## src/ssp_pkg.sv

```systemverilog
// Register map, field positions and shared types of the synchronous slave serial port
package ssp_pkg;
	localparam int ADDR_W = 5;
	// Register byte addresses, one aligned word each
	localparam logic [4:0] OFF_BAUD_CTRL = 5'h00;
	localparam logic [4:0] OFF_RX_STAT = 5'h04;
	localparam logic [4:0] OFF_DIV_LO = 5'h08;
	localparam logic [4:0] OFF_DIV_HI = 5'h0c;
	localparam logic [4:0] OFF_TX_HOLD = 5'h10;
	localparam logic [4:0] OFF_TX_STAT = 5'h14;
	localparam logic [4:0] OFF_RX_DATA = 5'h18;
	localparam logic [4:0] OFF_IRQ_CTRL = 5'h1c;
	// serial_baud_control fields
	localparam int BC_CLK_IDLE = 4;
	localparam logic [7:0] BC_WMASK = 8'h1b;
	// receive_status_control fields
	localparam int RS_PORT_EN = 7;
	localparam int RS_RX9 = 6;
	localparam int RS_SINGLE = 5;
	localparam int RS_CONT = 4;
	localparam int RS_OVERRUN = 1;
	localparam int RS_RX_NINTH_BIT = 0;
	localparam logic [7:0] RS_WMASK = 8'hf8;
	// transmit_status_control fields
	localparam int TS_CLK_MASTER = 7;
	localparam int TS_TX9 = 6;
	localparam int TS_TRANSMIT_ENABLE = 5;
	localparam int TS_SYNC = 4;
	localparam int TS_TRMT = 1;
	localparam int TS_TX_NINTH_BIT = 0;
	localparam logic [7:0] TS_WMASK = 8'hfd;
	// Interrupt control fields
	localparam int IC_GLOBAL = 7;
	localparam int IC_PERIPH = 6;
	localparam int IC_RXIE = 5;
	localparam int IC_TX_IRQ_ENABLE = 4;
	localparam int IC_RXF = 1;
	localparam int IC_TXF = 0;
	localparam logic [7:0] IC_WMASK = 8'hf0;
	// Reset values
	localparam logic [7:0] REG_RESET = 8'h00;
	localparam logic [7:0] TS_RESET = 8'h00;
	// Character lengths and receive buffer depth
	localparam logic [3:0] BITS_SHORT = 4'h8;
	localparam logic [3:0] BITS_LONG = 4'h9;
	localparam logic [1:0] FIFO_DEPTH = 2'h2;

	typedef struct packed {
		logic ninth;
		logic [7:0] data;
	} ssp_char_t;
endpackage

```

## src/ssp_slave_port.sv

```systemverilog
// Synchronous slave serial port with Wishbone registers, two-character receive buffer and Sleep wake
//
// The register offsets and the Wishbone interface to the registers were chosen for this implementation.
`timescale 1ns/1ps
`default_nettype none
module ssp_slave_port
	import ssp_pkg::*;
(
	input wire logic clk_i,
	input wire logic rst_i,
	input wire logic cyc_i,
	input wire logic stb_i,
	input wire logic we_i,
	input wire logic [ADDR_W-1:0] adr_i,
	input wire logic [3:0] sel_i,
	input wire logic [31:0] dat_i,
	output logic [31:0] dat_o,
	output logic ack_o,
	input wire logic sleep_i,
	input wire logic sck_i,
	input wire logic data_in_i,
	output logic data_out_o,
	output logic data_oe_o,
	output logic wake_o,
	output logic irq_o,
	output logic tx_flag_o,
	output logic rx_flag_o
);
	function automatic logic [3:0] char_bits(input logic ninth_en);
		char_bits = ninth_en ? BITS_LONG : BITS_SHORT;
	endfunction

	logic ack_reg;
	logic [31:0] dat_reg;
	logic [7:0] baud_ctrl_reg;
	logic [7:0] rx_ctrl_reg;
	logic [7:0] div_lo_reg;
	logic [7:0] div_hi_reg;
	logic [7:0] tx_ctrl_reg;
	logic [7:0] irq_ctrl_reg;
	logic sck_meta_reg, sck_sync_reg, sck_prev_reg;
	logic din_meta_reg, din_sync_reg;
	ssp_char_t hold_reg;
	logic hold_full_reg;
	logic [8:0] tx_sh_reg;
	logic tx_busy_reg, tx_first_reg;
	logic [3:0] tx_cnt_reg;
	logic [3:0] tx_nbits_reg;
	logic [7:0] rx_sh_reg;
	logic [3:0] rx_cnt_reg;
	ssp_char_t fifo_reg [2];
	logic wr_ptr_reg, rd_ptr_reg;
	logic [1:0] fifo_cnt_reg;
	logic overrun_reg;
	logic tx_flag_prev_reg;
	logic wake_reg;
	logic [31:0] rd_next;

	logic acc, bus_wr, bus_rd;
	logic unit_rst, slave_mode, tx_dir, rx_en, clk_idle;
	logic sck_change, lead_edge, trail_edge;
	logic wr_hold, tx_load, tx_last;
	logic rx_last, rx_done, pop, push;
	logic tx_flag, rx_flag;
	ssp_char_t rx_char;
	ssp_char_t fifo_top;

	assign acc = cyc_i && stb_i && !ack_reg;
	assign bus_wr = acc && we_i && sel_i[0];
	assign bus_rd = acc && !we_i;
	assign unit_rst = rst_i || !rx_ctrl_reg[RS_PORT_EN];
	assign slave_mode = tx_ctrl_reg[TS_SYNC] && rx_ctrl_reg[RS_PORT_EN] && !tx_ctrl_reg[TS_CLK_MASTER];
	assign tx_dir = slave_mode && !rx_ctrl_reg[RS_CONT] && !rx_ctrl_reg[RS_SINGLE];
	assign rx_en = slave_mode && rx_ctrl_reg[RS_CONT];
	assign clk_idle = baud_ctrl_reg[BC_CLK_IDLE];
	// leading edge leaves idle, trailing edge returns
	assign sck_change = sck_sync_reg != sck_prev_reg;
	assign lead_edge = sck_change && (sck_sync_reg != clk_idle);
	assign trail_edge = sck_change && (sck_sync_reg == clk_idle);

	// Wishbone slave: one wait state, ack for one cycle
	always_ff @(posedge clk_i) begin
		if (rst_i) begin
			ack_reg <= 1'b0;
			dat_reg <= 32'h0;
		end else begin
			ack_reg <= acc;
			if (bus_rd) begin
				dat_reg <= rd_next;
			end
		end
	end
	assign ack_o = ack_reg;
	assign dat_o = dat_reg;

	// Configuration registers
	always_ff @(posedge clk_i) begin
		if (rst_i) begin
			baud_ctrl_reg <= REG_RESET;
			rx_ctrl_reg <= REG_RESET;
			div_lo_reg <= REG_RESET;
			div_hi_reg <= REG_RESET;
			tx_ctrl_reg <= TS_RESET;
			irq_ctrl_reg <= REG_RESET;
		end else if (bus_wr) begin
			case (adr_i)
				OFF_BAUD_CTRL: baud_ctrl_reg <= dat_i[7:0] & BC_WMASK;
				OFF_RX_STAT: rx_ctrl_reg <= dat_i[7:0] & RS_WMASK;
				OFF_DIV_LO: div_lo_reg <= dat_i[7:0];
				OFF_DIV_HI: div_hi_reg <= dat_i[7:0];
				OFF_TX_STAT: tx_ctrl_reg <= dat_i[7:0] & TS_WMASK;
				OFF_IRQ_CTRL: irq_ctrl_reg <= dat_i[7:0] & IC_WMASK;
				default: ;
			endcase
		end
	end

	// Read mux; unmapped addresses read zero
	always_comb begin
		rd_next = 32'h0;
		case (adr_i)
			OFF_BAUD_CTRL: rd_next[7:0] = baud_ctrl_reg;
			OFF_RX_STAT: begin
				rd_next[7:0] = rx_ctrl_reg;
				rd_next[RS_OVERRUN] = overrun_reg;
				rd_next[RS_RX_NINTH_BIT] = fifo_top.ninth;
			end
			OFF_DIV_LO: rd_next[7:0] = div_lo_reg;
			OFF_DIV_HI: rd_next[7:0] = div_hi_reg;
			OFF_TX_STAT: begin
				rd_next[7:0] = tx_ctrl_reg;
				rd_next[TS_TRMT] = !tx_busy_reg;
			end
			OFF_RX_DATA: rd_next[7:0] = fifo_top.data;
			OFF_IRQ_CTRL: begin
				rd_next[7:0] = irq_ctrl_reg;
				rd_next[IC_RXF] = rx_flag;
				rd_next[IC_TXF] = tx_flag;
			end
			default: rd_next = 32'h0;
		endcase
	end

	// Pin synchronisers
	always_ff @(posedge clk_i) begin
		if (rst_i) begin
			sck_meta_reg <= 1'b0;
			sck_sync_reg <= 1'b0;
			sck_prev_reg <= 1'b0;
			din_meta_reg <= 1'b0;
			din_sync_reg <= 1'b0;
		end else begin
			sck_meta_reg <= sck_i;
			sck_sync_reg <= sck_meta_reg;
			sck_prev_reg <= sck_sync_reg;
			din_meta_reg <= data_in_i;
			din_sync_reg <= din_meta_reg;
		end
	end

	// Transmit holding register and shifter
	// write accepted only with transmit enable
	assign wr_hold = bus_wr && (adr_i == OFF_TX_HOLD) && tx_ctrl_reg[TS_TRANSMIT_ENABLE];
	// shifter loads as soon as it is free, Sleep or not
	assign tx_load = tx_dir && tx_ctrl_reg[TS_TRANSMIT_ENABLE] && hold_full_reg && !tx_busy_reg;
	assign tx_last = tx_busy_reg && trail_edge && (tx_cnt_reg + 4'h1 == tx_nbits_reg);

	always_ff @(posedge clk_i) begin
		if (unit_rst) begin
			hold_reg <= '0;
			hold_full_reg <= 1'b0;
			tx_sh_reg <= 9'h0;
			tx_busy_reg <= 1'b0;
			tx_first_reg <= 1'b0;
			tx_cnt_reg <= 4'h0;
			tx_nbits_reg <= BITS_SHORT;
		end else begin
			// second character stays held while first shifts
			if (tx_load) begin
				hold_full_reg <= 1'b0;
				// ninth bit above the low eight
				tx_sh_reg <= {hold_reg.ninth, hold_reg.data};
				tx_nbits_reg <= char_bits(tx_ctrl_reg[TS_TX9]);
				tx_busy_reg <= 1'b1;
				tx_first_reg <= 1'b1;
				tx_cnt_reg <= 4'h0;
			end else if (!tx_dir) begin
				tx_busy_reg <= 1'b0;
			end else if (tx_busy_reg) begin
				// bit changes on leading edge, counted on trailing
				if (lead_edge) begin
					tx_first_reg <= 1'b0;
					if (!tx_first_reg) begin
						tx_sh_reg <= {1'b0, tx_sh_reg[8:1]};
					end
				end
				if (trail_edge) begin
					tx_cnt_reg <= tx_cnt_reg + 4'h1;
				end
				// shifter frees; held character follows next cycle
				if (tx_last) begin
					tx_busy_reg <= 1'b0;
				end
			end
			if (wr_hold) begin
				hold_reg <= '{ninth: tx_ctrl_reg[TS_TX_NINTH_BIT], data: dat_i[7:0]};
				hold_full_reg <= 1'b1;
			end
		end
	end
	// flag held low while holding register occupied
	// flag high whenever holding register empty
	assign tx_flag = !hold_full_reg;
	assign data_out_o = tx_sh_reg[0];
	assign data_oe_o = tx_dir && tx_busy_reg;

	// Receive shifter, two-character buffer and overrun
	assign rx_last = rx_cnt_reg + 4'h1 == char_bits(rx_ctrl_reg[RS_RX9]);
	// trailing edges are taken while enabled and no overrun stands
	assign rx_done = rx_en && !overrun_reg && trail_edge && rx_last;
	assign pop = bus_rd && (adr_i == OFF_RX_DATA) && (fifo_cnt_reg != 2'h0);
	assign push = rx_done && ((fifo_cnt_reg != FIFO_DEPTH) || pop);
	assign fifo_top = fifo_reg[rd_ptr_reg];
	always_comb begin
		rx_char = '0;
		if (rx_ctrl_reg[RS_RX9]) begin
			rx_char.ninth = din_sync_reg;
			rx_char.data = rx_sh_reg;
		end else begin
			rx_char.data = {din_sync_reg, rx_sh_reg[6:0]};
		end
	end

	always_ff @(posedge clk_i) begin
		if (unit_rst || !rx_en) begin
			rx_sh_reg <= 8'h0;
			rx_cnt_reg <= 4'h0;
		end else if (trail_edge && !overrun_reg) begin
			// sample on trailing edge, low bit first
			if (rx_last) begin
				rx_cnt_reg <= 4'h0;
			end else begin
				rx_sh_reg[rx_cnt_reg[2:0]] <= din_sync_reg;
				rx_cnt_reg <= rx_cnt_reg + 4'h1;
			end
		end
	end

	always_ff @(posedge clk_i) begin
		if (unit_rst) begin
			fifo_reg[0] <= '0;
			fifo_reg[1] <= '0;
			wr_ptr_reg <= 1'b0;
			rd_ptr_reg <= 1'b0;
			fifo_cnt_reg <= 2'h0;
		end else begin
			// completed character moves into receive data
			if (push) begin
				fifo_reg[wr_ptr_reg] <= rx_char;
				wr_ptr_reg <= !wr_ptr_reg;
			end
			if (pop) begin
				rd_ptr_reg <= !rd_ptr_reg;
			end
			fifo_cnt_reg <= fifo_cnt_reg + {1'b0, push} - {1'b0, pop};
		end
	end

	// overrun clears with continuous receive or port enable
	always_ff @(posedge clk_i) begin
		if (unit_rst || !rx_ctrl_reg[RS_CONT]) begin
			overrun_reg <= 1'b0;
		end else if (rx_done && !push) begin
			overrun_reg <= 1'b1;
		end
	end
	// flag stands while unread characters remain
	assign rx_flag = fifo_cnt_reg != 2'h0;

	// Wake from Sleep and interrupt request
	always_ff @(posedge clk_i) begin
		if (rst_i) begin
			tx_flag_prev_reg <= 1'b1;
			wake_reg <= 1'b0;
		end else begin
			tx_flag_prev_reg <= tx_flag;
			// tx flag rise wakes with both enables
			// received character wakes with its enable
			wake_reg <= sleep_i && ((tx_flag && !tx_flag_prev_reg && irq_ctrl_reg[IC_PERIPH]
				&& irq_ctrl_reg[IC_TX_IRQ_ENABLE]) || (push && irq_ctrl_reg[IC_RXIE]));
		end
	end
	assign wake_o = wake_reg;
	// transmit or receive interrupt when enabled; global and peripheral enables gate the request
	assign irq_o = irq_ctrl_reg[IC_GLOBAL] && irq_ctrl_reg[IC_PERIPH]
		&& ((tx_flag && irq_ctrl_reg[IC_TX_IRQ_ENABLE]) || (rx_flag && irq_ctrl_reg[IC_RXIE]));
	assign tx_flag_o = tx_flag;
	assign rx_flag_o = rx_flag;
endmodule
`default_nettype wire

```

## config.mk

```make
export PLATFORM = sky130hd
export DESIGN_NAME = ssp_slave_port
export DESIGN_NICKNAME = d
export VERILOG_FILES = /design/src/ssp_pkg.sv /design/src/ssp_slave_port.sv
export SDC_FILE = /design/constraint.sdc
export NUM_CORES = 1
export LEC_CHECK = 0
export BUFFER_PORTS_ARGS = -buffer_cell sky130_fd_sc_hd__buf_2
export CAP_MARGIN = 20
export CORE_MARGIN = 2
export CORE_UTILIZATION = 35
export DETAILED_ROUTE_END_ITERATION = 7
export PLACE_DENSITY = 0.53
export SYNTH_ARGS = -nofsm -noshare
export SYNTH_HDL_FRONTEND = slang
export SYNTH_SLANG_ARGS = --single-unit
```

## constraint.sdc

```tcl
create_clock -name clk_i -period 6.1 [get_ports clk_i]
set_clock_uncertainty 0.2 [all_clocks]
set_input_delay 0.915 -clock clk_i [delete_from_list [all_inputs] [get_ports clk_i]]
set_output_delay 0.915 -clock clk_i [all_outputs]
set_load 0.005 [all_outputs]
```

==> results.toml <==
[status]
status = "complete, no violations"

[routing]
postRouteWirelength_um = 12810
drcViolationCount = 0
vias_per_cell = 5.056
vias = 4126
wire_per_inst_um = 15.70
drt_pre_antenna_iters = 4
ant_nets = 0
first_iter_violations = 329

[synth]
yosysMostFrequentCell = "dfxtp_1"
synth_seq_cells = 114
syn_inst = 571
ys.flop_type = "dfxtp_1"
synth-edff-count = 18
yosysWarnings = 0
yosysUniqueCellTypes = 68
ys_async_sr_fraction_pct = 0
synth.largest_area_cell = "dfxtp_1"
synth_top_area_share_pct = 34.96
avgSynthCellArea_sq_um = 9.626
syn_area_sq_um = 5497
yosys-top-cells-count = "96 x dfxtp_1, 90 x nor2_1, 64 x mux2i_1"
netlist_top_cells_area = "dfxtp_1 35%, mux2i_1 12%, edfxtp_1 9.8%"
ys_seq_area_share_pct = 44.80

[placed_design]
pre_cts_ws_ns = 2.563
port_buffers = 36
dp_hpwl_um = 9203
place_congestion = 0.8759

[setup_path]
start_kind = "input pin"
cp.required_ns = 6.18
cp_common_cell = "xnor2_1"
critPathSlowestCell = "or2_1"
r2r-start = "rx_cnt_reg[0]$_SDFFE_PP0P_"
crit_path_max_fanout = 20
rrSetupSlack_ns = 3.02
worstRegToRegCells = 9
crit_chain = "buf_2, nand4bb_1, or2_1, o21ai_2, nand2_2, o21ai_0, ha_1, xnor2_1, xnor2_1, nor2_1"
critPathArrivalTime_ns = 3.22
r2r_end = "fifo_cnt_reg[1]$_SDFF_PP0_"
slowest_delay_ns = 0.38
path_class = "in2reg"
cp-end-kind = "flip-flop"

[global_routing]
grt_overflow_total = 0
antenna_found_initial = 0
grt_pass1_vias = 3925
grt_pass1_wl_um = 20710
grt_usage_pct = 16.30
grt_start_max_net_pins = 51

[timing]
rsz0062_at_grt = "no"
hold_violations = 0
period_share_pct = 51.37
finalWorstSetupSlack_ns = 2.967
worstMarginPinSlew_ns = 0.9955
finalSetupViolCount = 0
slew_violations = 0
clock.fmax_mhz = 319.1
max_slew_margin_pct = 33.50
min_period_ns = 3.133
fin_setup_tns_ns = 0

[floorplan]
initial_core_util_pct = 36.02
rows = 45
coreArea_sq_um = 15260
die_w_um = 129.3
die_h_um = 129.3
die_area_sq_um = 16720
ios = 88

[cts]
cts_resized = 0
clockBufferDepth = 2
postCtsHoldBufs = 0
clkTransAtPathRegs_ns = 0.05
cts_tree = "built"
numClockSinks = 114
cts_max_level = 4
post_cts_buffers = 0
cts_buffers = 17
clock-root-buffer = "clkbuf_16"
clock_latency_ns = 0.41

[cells_and_area]
fin_util_pct = 41.30
nNetsFinal = 644
diodes = 0
layout-drive-gt1-share_pct = 16.69
area_delta_synth_final_pct = 14.64
largest_register_ffs = 18

[power_and_ir_drop]
leakagePower_uw = 0.002257
powerDensity_nw_per_um2 = 285.4
ir_worst_vdd_v = 0.0001871

[hold_path]
min_path_cells = 1
hold_path_class = "reg2reg"
hold_end = "sck_sync_reg$_SDFF_PP0_"
min-delay-start = "sck_meta_reg$_SDFF_PP0_"

[run]
drv_cap = 0
[cell families (layout without fill, tap and decap cells)]
kind of cell / Yosys count / count (layout) / share of synthesized area [%]
compound gates: 78 / 78 / 10.08
buf+inv: 67 / 78 / 6.897
simple gates: 224 / 224 / 22.31
fa+ha+maj: 3 / 3 / 0.6830
mux: 71 / 71 / 13.09
flops: 114 / 114 / 44.80
other cells: 1 / 24 / 0.06822
xor+xnor: 13 / 13 / 2.071
[critical path, delay by kind of cell]
family	cells	cell delay (ns)
AND/OR/NAND/NOR	4	1.00
AO/OA/AOI/OAI	2	0.54
buffers and inverters	1	0.30
XOR/XNOR	2	0.27
adder cells (fa/ha/maj)	1	0.19
[where the power goes]
part	switching (uW)	leakage (uW)	total, uW	internal (uW)
registers	1.78	0.000996	766	764
logic	32.5	0.000963	46.4	13.9
clock network	339	0.000298	987	648
total	373	0.00226	1800	1430
[stage by stage]
step / area (sq um) / hold WS, ns / cells / power [uW]
after floorplan: 5583 / 0.2093 / 594 / 820.4
after global placement: 5697 / 0.2282 / 784 / 826.0
after detailed placement: 5697 / 0.2308 / 784 / 827.2
after CTS: 6301 / 0.2417 / 816 / 1818
after global routing: 6301 / 0.2513 / 816 / 1853
final: 6301 / 0.2378 / 816 / 1799
[placed cells by master (no fill, tap or decap), drive strengths merged, types with 6 or more instances in the layout]
master / count
o21ai: 14
a21oi: 13
xnor2: 9
mux2i: 64
a311oi: 8
a22o: 6
edfxtp: 18
inv: 7
nor2: 91
nand2b: 7
buf: 39
clkbuf: 24
mux2: 7
nand2: 32
conb: 24
nand3: 26
nor3: 7
nor2b: 12
nor4b: 7
nor4: 7
dfxtp: 96
nor3b: 6
[worst max path at each step]
| stage | slack [ns] | cells after the start | endpoint | from |
|---|---|---|---|---|
| after detailed placement | 2.56 | 10 | fifo_cnt_reg[1]$_SDFF_PP0_ | adr_i[3] |
| after global routing | 2.78 | 10 | fifo_cnt_reg[1]$_SDFF_PP0_ | adr_i[3] |
| after CTS | 2.99 | 10 | fifo_cnt_reg[1]$_SDFF_PP0_ | adr_i[2] |
| after global placement | 2.56 | 10 | fifo_cnt_reg[1]$_SDFF_PP0_ | adr_i[3] |
| after floorplan | 2.76 | 8 | fifo_reg[1][0]$_SDFFCE_PN0P_ | adr_i[2] |
| final | 2.97 | 10 | fifo_cnt_reg[1]$_SDFF_PP0_ | adr_i[3] |
[per-layer routing]
layer | track usage [%] | up-vias | share of wire [%]
met5 | 0 | - | 0
met4 | 6.841 | 0 | 2.2
met3 | 4.170 | 20 | 3.9
met2 | 24.83 | 102 | 44
met1 | 21.99 | 1970 | 49
li1 | - | 2034 | -
[area by class of cell]
type / instances / area (sq um)
clock buffer: 24 / 534.3
clock inverter: 8 / 70.07
fill: 1508 / 8957
inverter: 7 / 26.28
multi-input combinational: 413 / 2741
sequential: 114 / 2462
tap: 211 / 264.0
timing repair buffer: 39 / 202.7
Note: power is estimated with default switching activity, not from simulation.
